<file path="config.mk">
export PLATFORM = sky130hd
export DESIGN_NAME = status_led_pattern_driver
export DESIGN_NICKNAME = d
export VERILOG_FILES = /design/src/hdl/status_led_pkg.sv /design/src/hdl/led_pattern_gen.sv /design/src/hdl/status_led_pattern_driver.sv
export SDC_FILE = /design/constraint.sdc
export NUM_CORES = 1
export LEC_CHECK = 0
export ABC_CLOCK_PERIOD_IN_PS = 5540
export BUFFER_PORTS_ARGS = -buffer_cell sky130_fd_sc_hd__buf_2
export CAP_MARGIN = 20
export CORE_MARGIN = 2
export CORE_UTILIZATION = 60
export CTS_BUF_LIST = sky130_fd_sc_hd__clkbuf_4
export CTS_CLUSTER_SIZE = 25
export DETAILED_ROUTE_END_ITERATION = 16
export PLACE_DENSITY_LB_ADDON = 0.1
export SLEW_MARGIN = 20
export SYNTH_ARGS = -nofsm -noshare
export SYNTH_HDL_FRONTEND = slang
export SYNTH_SLANG_ARGS = --single-unit
export TNS_END_PERCENT = 10
</file>
<file path="constraint.sdc">
create_clock -name clk -period 5.54 [get_ports clk]
set_input_delay 1.108 -clock clk [delete_from_list [all_inputs] [get_ports clk]]
set_output_delay 1.108 -clock clk [all_outputs]
set_load 0.05 [all_outputs]
</file>
<file path="src/hdl/status_led_pkg.sv">
package status_led_pkg;
	timeunit 1ns;
	timeprecision 1ns;

	// Clock and base timing
	localparam int unsigned CLK_HZ           = 20000000;   // System clock rate
	localparam int unsigned BASE_ON_TIME_US  = 62500;      // Shortest on time, 62.5 ms
	localparam int unsigned BASE_TICK_CYCLES = (CLK_HZ / 1000000) * BASE_ON_TIME_US;

	// Counter widths
	localparam int DIV_W   = 21;                           // Holds BASE_TICK_CYCLES - 1
	localparam int CNT_W   = 7;                            // Holds the longest off phase in ticks
	localparam int PULSE_W = 3;                            // Holds up to 7 pulses

	// Register indices and byte addresses (index times four)
	localparam logic [15:0] CTRL_ONE_IDX  = 16'h404C;
	localparam logic [15:0] CTRL_TWO_IDX  = 16'h404D;
	localparam logic [15:0] STATUS_IDX    = 16'h404E;
	localparam logic [31:0] CTRL_ONE_ADDR = {14'h0000, CTRL_ONE_IDX, 2'h0};
	localparam logic [31:0] CTRL_TWO_ADDR = {14'h0000, CTRL_TWO_IDX, 2'h0};
	localparam logic [31:0] STATUS_ADDR   = {14'h0000, STATUS_IDX, 2'h0};

	// Control register field positions
	localparam int SRC_LSB   = 14;
	localparam int MODE_LSB  = 8;
	localparam int LEN_LSB   = 4;
	localparam int DUR_LSB   = 2;
	localparam int RATIO_LSB = 0;

	// Control register reset value and writable bits
	localparam logic [15:0] CTRL_RESET = 16'hC026;
	localparam logic [15:0] CTRL_WMASK = 16'hC33F;

	// Status register bit positions
	localparam int ST_LED_LSB   = 0;
	localparam int ST_OTP_DONE  = 2;
	localparam int ST_OTP_ERR   = 3;
	localparam int ST_FAIL      = 4;
	localparam int ST_SUPPLY_LO = 5;

	// Function select encoding
	typedef enum logic [1:0] {
		SRC_OFF    = 2'h0,
		SRC_STATUS = 2'h1,
		SRC_RSVD   = 2'h2,
		SRC_MANUAL = 2'h3
	} src_t;

	// Pattern kinds, same coding as the manual pattern select field
	typedef enum logic [1:0] {
		KIND_OFF   = 2'h0,
		KIND_CONST = 2'h1,
		KIND_CONT  = 2'h2,
		KIND_SEQ   = 2'h3
	} kind_t;

	// Field codes used by the power-state patterns
	localparam logic [1:0] DUR_1S    = 2'h0;
	localparam logic [1:0] DUR_250MS = 2'h1;
	localparam logic [1:0] RATIO_1_1 = 2'h0;
	localparam logic [1:0] RATIO_1_3 = 2'h2;
	localparam logic [1:0] RATIO_1_7 = 2'h3;
	localparam logic [1:0] LEN_4     = 2'h2;

	// On time per code, in base ticks
	localparam logic [CNT_W-1:0] ON_TICKS_1S    = 7'h10;
	localparam logic [CNT_W-1:0] ON_TICKS_250MS = 7'h04;
	localparam logic [CNT_W-1:0] ON_TICKS_125MS = 7'h02;
	localparam logic [CNT_W-1:0] ON_TICKS_62MS  = 7'h01;

	// Pulse counts per code
	localparam logic [PULSE_W-1:0] LEN_ONE   = 3'h1;
	localparam logic [PULSE_W-1:0] LEN_TWO   = 3'h2;
	localparam logic [PULSE_W-1:0] LEN_FOUR  = 3'h4;
	localparam logic [PULSE_W-1:0] LEN_SEVEN = 3'h7;

	// Pattern phases
	typedef enum logic [3:0] {
		PH_IDLE = 4'h1,
		PH_ON   = 4'h2,
		PH_OFF  = 4'h4,
		PH_DONE = 4'h8
	} phase_t;

endpackage : status_led_pkg

</file>
<file path="src/hdl/led_pattern_gen.sv">
module led_pattern_gen #(
	parameter int unsigned TICK_CYCLES = status_led_pkg::BASE_TICK_CYCLES
) (
	input  wire logic       clk,
	input  wire logic       sys_rst,
	input  wire logic       restart,    // Pattern changed, start again
	input  wire logic [1:0] kind,       // Off, constant, continuous, sequence
	input  wire logic [1:0] on_sel,     // On time code
	input  wire logic [1:0] ratio_sel,  // On:off ratio code
	input  wire logic [1:0] len_sel,    // Pulse count code
	output logic            led,        // Registered drive level
	output logic            seq_done    // One-cycle pulse after the last pulse
);
	timeunit 1ns;
	timeprecision 1ns;

	localparam int CW = status_led_pkg::CNT_W;
	localparam int PW = status_led_pkg::PULSE_W;

	status_led_pkg::phase_t      phase_r;    // Current phase
	status_led_pkg::phase_t      phase_nxt;  // Next phase
	logic [status_led_pkg::DIV_W-1:0] div_r; // Base tick divider
	logic [CW-1:0]               cnt_r;      // Ticks spent in phase
	logic [PW-1:0]               pulses_r;   // Pulses emitted so far
	logic                        led_r;      // Output flop
	logic                        done_r;     // Sequence end pulse

	wire pulsed = (kind == status_led_pkg::KIND_CONT) | (kind == status_led_pkg::KIND_SEQ);
	wire tick   = (div_r == status_led_pkg::DIV_W'(TICK_CYCLES - 1));

	// On time in ticks
	wire [CW-1:0] on_ticks = (on_sel == 2'h0) ? status_led_pkg::ON_TICKS_1S :
	                         (on_sel == 2'h1) ? status_led_pkg::ON_TICKS_250MS :
	                         (on_sel == 2'h2) ? status_led_pkg::ON_TICKS_125MS :
	                                            status_led_pkg::ON_TICKS_62MS;
	// Off time is the on time times 1, 2, 3 or 7
	wire [CW-1:0] off_ticks = (ratio_sel == 2'h0) ? on_ticks :
	                          (ratio_sel == 2'h1) ? CW'({on_ticks, 1'b0}) :
	                          (ratio_sel == 2'h2) ? CW'({on_ticks, 1'b0} + on_ticks) :
	                                                CW'({on_ticks, 3'h0} - on_ticks);
	// Pulses in a sequence
	wire [PW-1:0] len = (len_sel == 2'h0) ? status_led_pkg::LEN_ONE :
	                    (len_sel == 2'h1) ? status_led_pkg::LEN_TWO :
	                    (len_sel == 2'h2) ? status_led_pkg::LEN_FOUR :
	                                        status_led_pkg::LEN_SEVEN;

	// Ends are qualified by phase; otherwise the on-time compare would also
	// fire part way through a longer off phase and restart its count
	wire on_end    = tick & (phase_r == status_led_pkg::PH_ON) & (cnt_r == on_ticks - 1'b1);
	wire off_end   = tick & (phase_r == status_led_pkg::PH_OFF) & (cnt_r == off_ticks - 1'b1);
	wire last_one  = (kind == status_led_pkg::KIND_SEQ) & (pulses_r + 1'b1 == len);

	// Phase sequencing
	always_comb begin
		phase_nxt = phase_r;
		case (phase_r)
			status_led_pkg::PH_IDLE: phase_nxt = phase_r;
			status_led_pkg::PH_ON:   if (on_end) begin
				phase_nxt = last_one ? status_led_pkg::PH_DONE : status_led_pkg::PH_OFF;
			end
			status_led_pkg::PH_OFF:  if (off_end) begin
				phase_nxt = status_led_pkg::PH_ON;
			end
			status_led_pkg::PH_DONE: phase_nxt = phase_r;
			default:                 phase_nxt = status_led_pkg::PH_IDLE;
		endcase
		// Any change starts a fresh on period for pulsed kinds, else idle, with the divider cleared
		if (restart) begin
			phase_nxt = pulsed ? status_led_pkg::PH_ON : status_led_pkg::PH_IDLE;
		end
	end

	// Divider, phase counters and output; the divider restarts too so the
	// first on period is never cut short by a stale tick phase
	always_ff @(posedge clk) begin
		if (sys_rst) begin
			phase_r  <= status_led_pkg::PH_IDLE;
			div_r    <= '0;
			cnt_r    <= '0;
			pulses_r <= '0;
			led_r    <= 1'b0;
			done_r   <= 1'b0;
		end else begin
			phase_r  <= phase_nxt;
			div_r    <= (restart | tick) ? '0 : div_r + 1'b1;
			cnt_r    <= (restart | on_end | off_end) ? '0 : (tick ? cnt_r + 1'b1 : cnt_r);
			pulses_r <= restart ? '0 : (on_end ? pulses_r + 1'b1 : pulses_r);
			done_r   <= ~restart & (phase_r == status_led_pkg::PH_ON) & on_end & last_one;
			led_r    <= (kind == status_led_pkg::KIND_CONST) |
			            (pulsed & (phase_nxt == status_led_pkg::PH_ON));
		end
	end

	assign led      = led_r;
	assign seq_done = done_r;

endmodule : led_pattern_gen

</file>
<file path="src/hdl/status_led_pattern_driver.sv">
// The implementer's own choice: the APB slave port.
module status_led_pattern_driver #(
	parameter int unsigned TICK_CYCLES = status_led_pkg::BASE_TICK_CYCLES
) (
	input  wire logic        clk,
	input  wire logic        sys_rst,
	// APB slave
	input  wire logic        psel,
	input  wire logic        penable,
	input  wire logic        pwrite,
	input  wire logic [31:0] paddr,
	input  wire logic [31:0] pwdata,
	input  wire logic [3:0]  pstrb,
	output logic      [31:0] prdata,
	output logic             pready,
	output logic             pslverr,
	// Power state and events from the device core
	input  wire logic        power_on_state,
	input  wire logic        power_sleep_state,
	input  wire logic        supply_low_raw,
	input  wire logic        seq_fail_event,
	input  wire logic        otp_prog_complete,
	input  wire logic        otp_prog_error,
	// Outputs
	output logic      [1:0]  led_drive,
	output logic             off_release
);
	timeunit 1ns;
	timeprecision 1ns;

	// How the block fits together
	// Each output owns a 16-bit control word reached over APB. Its function
	// select picks off, power-state indication, a reserved code that acts as
	// off, or manual patterns. This module only decides which pattern each
	// output should show; timing is left to one pattern engine per output.
	//
	// A pattern is a kind (dark, steady, endless pulses, counted pulses),
	// an on time, an on:off ratio and a pulse count. The engine counts base
	// ticks of 62.5 ms, so 1 s is sixteen ticks and 250 ms is four.
	//
	// Precedence, highest first:
	//   programming result of that output, steady on until reset
	//   failure sequence, for outputs in power-state mode
	//   outside ON and SLEEP, everything else is dark
	//   supply low, then ON, then SLEEP, for power-state outputs
	//   the manual fields, for outputs in manual mode
	//
	// Latency, counted from the edge that changes the choice: cfg_w differs
	// from cfg_prev_r at once, so only the engine's output flop adds an edge. A
	// register write thus reaches the pin one cycle after its access edge;
	// the supply-low input adds two cycles for its synchroniser.
	//
	// Register map; the byte address is four times the register index:
	//   first control word, second control word, read-only status word.
	// Control word fields:
	//   [15:14] function select, [9:8] manual pattern select,
	//   [5:4] pulse count select, [3:2] pulse on time select,
	//   [1:0] on:off ratio select; all other bits read as zero.
	// Status word fields:
	//   [1:0] output levels, [2] programming done, [3] programming error,
	//   [4] failure pending, [5] supply low after synchronising.
	//
	// Limitation: the failure sequence goes on after the core has left ON,
	// or it could never finish. The core has to wait for off_release before
	// it removes power from the outputs.
	//
	// Trade-off: any change of the chosen pattern restarts it, a change of
	// on time alone too. No half-shown pulse leaks into the new pattern, at
	// the price of restarting a rhythm that may look the same.
	//
	// Single clock: every slow rate comes from the tick divider inside each
	// engine, which restarts together with its pattern.

	// Control registers, one per output
	logic [15:0] ctrl_r [2];
	// Captured read data
	logic [31:0] prdata_r;
	// Supply-low synchroniser
	logic        low_meta_r;
	logic        low_sync_r;
	// Programming result latches
	logic        otp_done_r;
	logic        otp_err_r;
	// Failure sequence pending
	logic        fail_r;
	// Outputs that finished the failure sequence
	logic [1:0]  fail_done_r;
	// Release pulse flop
	logic        release_r;

	// Per-output signals from the generate loop
	logic [1:0]  led_w;
	logic [1:0]  seq_done_w;
	logic [1:0]  fail_shown_w;

	// APB phase decode
	wire apb_setup  = psel & ~penable;
	wire apb_access = psel & penable;
	wire apb_write  = apb_access & pwrite;

	// Address decode
	// Full 32-bit compares, so no register has an alias elsewhere
	wire hit_one    = (paddr == status_led_pkg::CTRL_ONE_ADDR);
	wire hit_two    = (paddr == status_led_pkg::CTRL_TWO_ADDR);
	wire hit_status = (paddr == status_led_pkg::STATUS_ADDR);
	wire hit_any    = hit_one | hit_two | hit_status;

	// Byte lanes that a write may touch
	// Reserved bits are masked out, so they always read back as zero
	wire [15:0] lane_mask = status_led_pkg::CTRL_WMASK & {{8{pstrb[1]}}, {8{pstrb[0]}}};

	// Status word shows the block's own state
	wire [15:0] status_word = {10'h000, low_sync_r, fail_r, otp_err_r, otp_done_r, led_w};

	// Read mux selected by address
	wire [15:0] rd_sel = hit_one    ? ctrl_r[0] :
	                     hit_two    ? ctrl_r[1] :
	                     hit_status ? status_word :
	                                  16'h0000;

	// Device is in a state where the outputs are configurable
	// Either state lets the configured functions act
	wire pwr_active = power_on_state | power_sleep_state;

	// Release towards OFF once every output showing the failure has finished
	// Done bits of an earlier failure are cleared together with the release
	wire release_now = fail_r & (&(fail_done_r | seq_done_w | ~fail_shown_w));

	// Loading the read flop at the end of setup means no wait state is ever
	// needed. A master that changed paddr between setup and access would
	// read the word named in setup; the bus protocol forbids such a change.
	// pready is therefore tied high.
	// Read data is taken in the setup cycle so it sits in a flop by the access cycle
	always_ff @(posedge clk) begin
		if (sys_rst) begin
			prdata_r <= 32'h0000_0000;
		end else if (apb_setup) begin
			prdata_r <= {16'h0000, rd_sel};
		end
	end

	// The slave never waits, so the access phase is always one cycle
	assign pready  = 1'b1;
	// Unmapped addresses and writes to the status word are errors
	// pstrb[3:2] and pwdata[31:16] are ignored: every register is 16 bits
	assign pslverr = apb_access & (~hit_any | (pwrite & hit_status));
	assign prdata  = prdata_r;

	// Two-flop synchroniser; the comparator output is asynchronous to clk
	// Only low_sync_r may be read; the first flop can be metastable.
	// The two cycles of lag are far below one base tick.
	always_ff @(posedge clk) begin
		if (sys_rst) begin
			low_meta_r <= 1'b0;
			low_sync_r <= 1'b0;
		end else begin
			low_meta_r <= supply_low_raw;
			low_sync_r <= low_meta_r;
		end
	end

	// Programming results latch and only a device reset clears them
	// A result pulse in a reset cycle is lost, as the reset must win
	always_ff @(posedge clk) begin
		if (sys_rst) begin
			otp_done_r <= 1'b0;
			otp_err_r  <= 1'b0;
		end else begin
			otp_done_r <= otp_done_r | otp_prog_complete;
			otp_err_r  <= otp_err_r | otp_prog_error;
		end
	end

	// Each output showing the failure raises seq_done once. The pulses may
	// come in different cycles if one output started its sequence later, so
	// they are collected in fail_done_r until every showing output is done.
	// An output that does not show the failure never holds up the release.
	// Set wins over release, so a failure in the release cycle is kept.
	// Failure pending; a new event in the release cycle keeps it set
	always_ff @(posedge clk) begin
		if (sys_rst) begin
			fail_r      <= 1'b0;
			fail_done_r <= 2'h0;
			release_r   <= 1'b0;
		end else begin
			fail_r      <= seq_fail_event | (fail_r & ~release_now);
			fail_done_r <= release_now ? 2'h0 : (fail_done_r | (seq_done_w & fail_shown_w));
			release_r   <= release_now;
		end
	end

	// OFF transition may proceed only after the pulses were emitted
	assign off_release = release_r;

	// Both outputs share this code; only the register address and the programming
	// result that forces them differ: success on the first, error on the second.
	// One identical channel per output
	genvar i;
	generate
		for (i = 0; i < 2; i++) begin : g_out
			// Register write value
			logic [15:0] ctrl_nxt;
			// Pattern configuration and its previous value
			logic [7:0]  cfg_w;
			logic [7:0]  cfg_prev_r;

			wire sel_hit = (i == 0) ? hit_one : hit_two;

			// Only the documented fields are writable, reserved bits stay zero
			assign ctrl_nxt = (ctrl_r[i] & ~lane_mask) | (pwdata[15:0] & lane_mask);

			// Control register, written at the access edge
			// A refused access never gets here, as sel_hit covers control words only
			always_ff @(posedge clk) begin
				if (sys_rst) begin
					ctrl_r[i] <= status_led_pkg::CTRL_RESET;
				end else if (apb_write & sel_hit) begin
					ctrl_r[i] <= ctrl_nxt;
				end
			end

			// Field extraction
			// Positions come from the package so the tests share them
			wire [1:0] src   = ctrl_r[i][status_led_pkg::SRC_LSB +: 2];
			wire [1:0] mode  = ctrl_r[i][status_led_pkg::MODE_LSB +: 2];
			wire [1:0] len   = ctrl_r[i][status_led_pkg::LEN_LSB +: 2];
			wire [1:0] dur   = ctrl_r[i][status_led_pkg::DUR_LSB +: 2];
			wire [1:0] ratio = ctrl_r[i][status_led_pkg::RATIO_LSB +: 2];

			// Programming result belonging to this output
			wire otp_force = (i == 0) ? otp_done_r : otp_err_r;
			wire st_sel    = (src == status_led_pkg::SRC_STATUS);
			wire man_sel   = (src == status_led_pkg::SRC_MANUAL);

			// Failure is shown even as the state leaves ON, so the
			// pulses can finish before the move to OFF
			assign fail_shown_w[i] = ~otp_force & st_sel & fail_r;

			// Layout of cfg_w: [7:6] kind, [5:4] on time, [3:2] ratio, [1:0] count.
			// It matches the manual fields' codes, so manual mode is a straight
			// copy and the engine decodes one format only.
			// Pattern choice in priority order; off and reserved fall to off
			assign cfg_w =
				otp_force ? {status_led_pkg::KIND_CONST, 6'h00} :
				fail_shown_w[i] ? {status_led_pkg::KIND_SEQ, status_led_pkg::DUR_1S,
				                   status_led_pkg::RATIO_1_1, status_led_pkg::LEN_4} :
				~pwr_active ? {status_led_pkg::KIND_OFF, 6'h00} :
				(st_sel & low_sync_r) ? {status_led_pkg::KIND_CONT, status_led_pkg::DUR_250MS,
				                         status_led_pkg::RATIO_1_3, 2'h0} :
				(st_sel & power_on_state) ? {status_led_pkg::KIND_CONST, 6'h00} :
				st_sel ? {status_led_pkg::KIND_CONT, status_led_pkg::DUR_250MS,
				          status_led_pkg::RATIO_1_7, 2'h0} :
				man_sel ? {mode, dur, ratio, len} :
				          {status_led_pkg::KIND_OFF, 6'h00};

			// Previous configuration, to spot any change
			// A change of power state, supply level or register all look alike
			// here; each that alters cfg_w gives one restart strobe
			always_ff @(posedge clk) begin
				if (sys_rst) begin
					cfg_prev_r <= 8'h00;
				end else begin
					cfg_prev_r <= cfg_w;
				end
			end

			// Pattern engine for this output
			led_pattern_gen #(
				.TICK_CYCLES (TICK_CYCLES)
			) u_gen (
				.clk       (clk),
				.sys_rst   (sys_rst),
				.restart   (cfg_w != cfg_prev_r),
				.kind      (cfg_w[7:6]),
				.on_sel    (cfg_w[5:4]),
				.ratio_sel (cfg_w[3:2]),
				.len_sel   (cfg_w[1:0]),
				.led       (led_w[i]),
				.seq_done  (seq_done_w[i])
			);
		end
	endgenerate

	// Drive pins straight from the pattern flops
	// No extra flop: the engine already registers its output, and a second
	// stage would only add a cycle of lag
	assign led_drive = led_w;

endmodule : status_led_pattern_driver

</file>
==> flow_metrics.py <==
metrics = {
    "floorplanning": {
        "die_h_um": 117,
        "core_area_mm2": 0.0126,
        "io_pins": 116,
        "rows": 41,
        "initial_core_util_pct": 61.1,
        "die_area_mm2": 0.0137,
        "dieWidth_um": 117,
    },
    "synth": {
        "netlist_instances": 919,
        "ys.flop_type": "dfxtp_1",
        "synth_commonest_cells": "nor2_1 (140), dfxtp_1 (108), nand2_1 (67)",
        "yosys_warnings": 0,
        "synth.most_common_cell": "nor2_1",
        "synth_top_cell_area_share_pct": 28.2,
        "synth_top_cell_by_area": "dfxtp_1",
        "synth-edff-count": 20,
        "synth_seq_cells": 128,
        "seq_area_frac_synth_pct": 36.0,
        "syn_area_mm2": 0.00767,
        "synth.distinct_cells": 74,
        "avgSynthCellArea_um2": 8.35,
        "synthArstFlopShare_pct": 0,
        "synth.area.top_cells": "dfxtp_1 (28%), edfxtp_1 (7.8%), nor2_1 (6.8%), xnor2_1 (6.2%), xor2_1 (5.8%)",
    },
    "clocking": {
        "clockBufferDepth": 2,
        "clkTransAtPathRegs_ns": 0.11,
        "post_cts_buffers": 0,
        "cts.sinks": 128,
        "cts_tree": "done",
        "htreeDepth": 4,
        "hold_buffers": 0,
        "insertion_delay_ns": 0.55,
        "cts_resized": 0,
        "cts_buffers": 17,
        "root_buffer": "clkbuf_4",
    },
    "drt": {
        "wl_per_cell_um": 14.4,
        "drcViolationCount": 0,
        "vias_per_cell": 5.58,
        "dr.pass1.iters": 5,
        "initialDrtViolationCount": 445,
        "wirelength_um": 16600,
        "dr_total_vias": 6437,
        "ant_nets": 0,
    },
    "sta": {
        "clock_skew_ns": 0.0149,
        "relSlewSlack_pct": 54.5,
        "hold_ws_ns": 0.440,
        "hold_violations": 0,
        "rsz0062_at_grt": "false",
        "tightestPinTransition_ns": 0.682,
        "finalSetupTns_ns": 0,
        "fmax_ghz": 0.225,
        "min_period_over_period_pct": 80.1,
        "fin_crit_ns": 4.44,
        "setup_viol": 0,
        "slew_violations": 0,
    },
    "flow_run": {
        "cap_violations": 0,
    },
    "grt": {
        "antenna_found_initial": 0,
        "grt_max_degree": 34,
        "grt-ovfl-total": 0,
        "grtUsageTotal_pct": 25.1,
        "grt_pass1_vias": 5725,
        "grt_first_pass_wirelength_um": 27200,
    },
    "setup_path": {
        "required_ns": 5.98,
        "critical_path_depth": 15,
        "crit_buf_inv": 2,
        "cp-startpoint": "power_on_state",
        "crit_path_end": "g_out[0].u_gen.cnt_r[4]",
        "crit_fanout": 11,
        "r2r_end": "g_out[0].u_gen.cnt_r[4]",
        "start_kind": "input pin",
        "reg2reg_slack_ns": 1.15,
        "rr_startpoint": "ctrl_r[0][15]",
        "worst_path_max_delay_cell": "or4_1",
        "crit_chain": "buf_2 > or3b_4 > and2_1 > nand3_1 > inv_1 > ha_1 > a41o_1 > a31oi_1 > nand3_1 > a31oi_1 > xor2_1 > or4_1 > a221oi_2 > or3_1 > nor2_2",
        "rr_worst_depth": 14,
        "end_kind": "register",
        "crit_type": "in2reg",
        "cp_top_family": "simple AND/OR/NAND/NOR gates",
        "arrival_ns": 4.87,
        "cpPeakStageDelay_ns": 0.53,
    },
    "hold_path": {
        "hold_path_depth": 1,
        "hp-start": "low_meta_r",
        "hold_class": "reg2reg",
    },
    "pwr": {
        "ir_drop_uv": 147,
        "power_density_mw_per_mm2": 239,
        "power_mw": 1.99,
        "power.leakage_nw": 3.20,
    },
    "cells_and_area": {
        "layout-drive-gt1-share_pct": 14.3,
        "area_growth_pct": 8.69,
        "antenna_cells": 0,
        "fillCellCount": 1119,
        "finalInstanceArea_mm2": 0.00834,
        "nNetsFinal": 1076,
    },
    "run_status": {
        "status": "finished, final reports clean",
    },
    "place": {
        "placed_area_mm2": 0.00799,
        "place.gp.congestion": 0.849,
        "io_buffers": 68,
        "hpwl_um": 12100,
    },
}
## final cells by class
type	instances	area, um2	share of cell area (%)
multi-input combinational	724	4540	54.4
timing repair buffer	75	393	4.71
inverter	23	86.3	1.03
clock inverter	14	213	2.55
sequential	128	2760	33.1
clock buffer	18	135	1.62
tap	172	215	2.58
## routing by layer
layer / up-vias / track usage [%] / part of all wire (%)
met2: 172 / 41.7 / 47
met5: - / 0 / 0
met1: 2992 / 32.8 / 47
li1: 3250 / - / -
met3: 23 / 5.05 / 4.7
met4: 0 / 8.16 / 1.6
## metrics by stage
stage,worst slack [ns],std cells,util [%]
floorplan,1.07,940,-
global placement,0.638,1122,63.6
detailed placement,0.586,1122,63.6
CTS,1.19,1154,66.4
global route,0.891,1154,66.4
finish,1.10,1154,66.4
## report_power, final
| part | total (mW) | switching [mW] | leakage [nW] | internal, mW |
|---|---|---|---|---|
| registers | 0.971 | 0.0156 | 1.05 | 0.956 |
| clock network | 0.762 | 0.354 | 0.177 | 0.408 |
| logic | 0.261 | 0.165 | 1.97 | 0.0963 |
| total | 1.99 | 0.534 | 3.20 | 1.46 |
## logic make-up (layout without fill, tap and decap cells)
group | Yosys count | after routing | synth area share (%)
compound gates | 118 | 118 | 10.4
flops | 128 | 128 | 36.0
xor+xnor | 105 | 105 | 12.0
fa+ha+maj | 28 | 28 | 4.56
other cells | 2 | 23 | 0.0979
buf+inv | 88 | 130 | 5.92
simple gates | 434 | 434 | 28.9
mux | 16 | 16 | 2.14
## state kept, by name (all words and copies together) (netlist names), 2 cells and up
name	flops
ctrl_r	20
fail_done_r	2
g_out.cfg_prev_r	16
g_out.otp_force	2
g_out.u_gen.cnt_r	14
g_out.u_gen.div_r	42
g_out.u_gen.led	2
g_out.u_gen.phase_r	8
g_out.u_gen.pulses_r	6
g_out.u_gen.seq_done	2
prdata	10
## layout by cell type, fill, tap and decap left out, drive strengths merged, types with 17 or more instances in the layout
| cell type | n |
|---|---|
| nor2 | 147 |
| dfxtp | 108 |
| buf | 75 |
| nand2 | 67 |
| xnor2 | 54 |
| xor2 | 51 |
| nand3 | 43 |
| a21oi | 37 |
| nand2b | 32 |
| nor3 | 30 |
| ha | 28 |
| inv | 26 |
| conb | 23 |
| edfxtp | 20 |
| clkbuf | 18 |
| o21ai | 18 |
| nand4 | 17 |
## how the worst min path moves through the flow
| stage | slack (ns) | to |
|---|---|---|
| after floorplan | 0.41 | g_out[1].u_gen.div_r[0] |
| after global routing | 0.46 | low_sync_r |
| final | 0.44 | low_sync_r |
| after detailed placement | 0.42 | low_sync_r |
| after CTS | 0.44 | low_sync_r |
| after global placement | 0.43 | g_out[1].u_gen.div_r[0] |
Power figures use the tool's default switching activity.
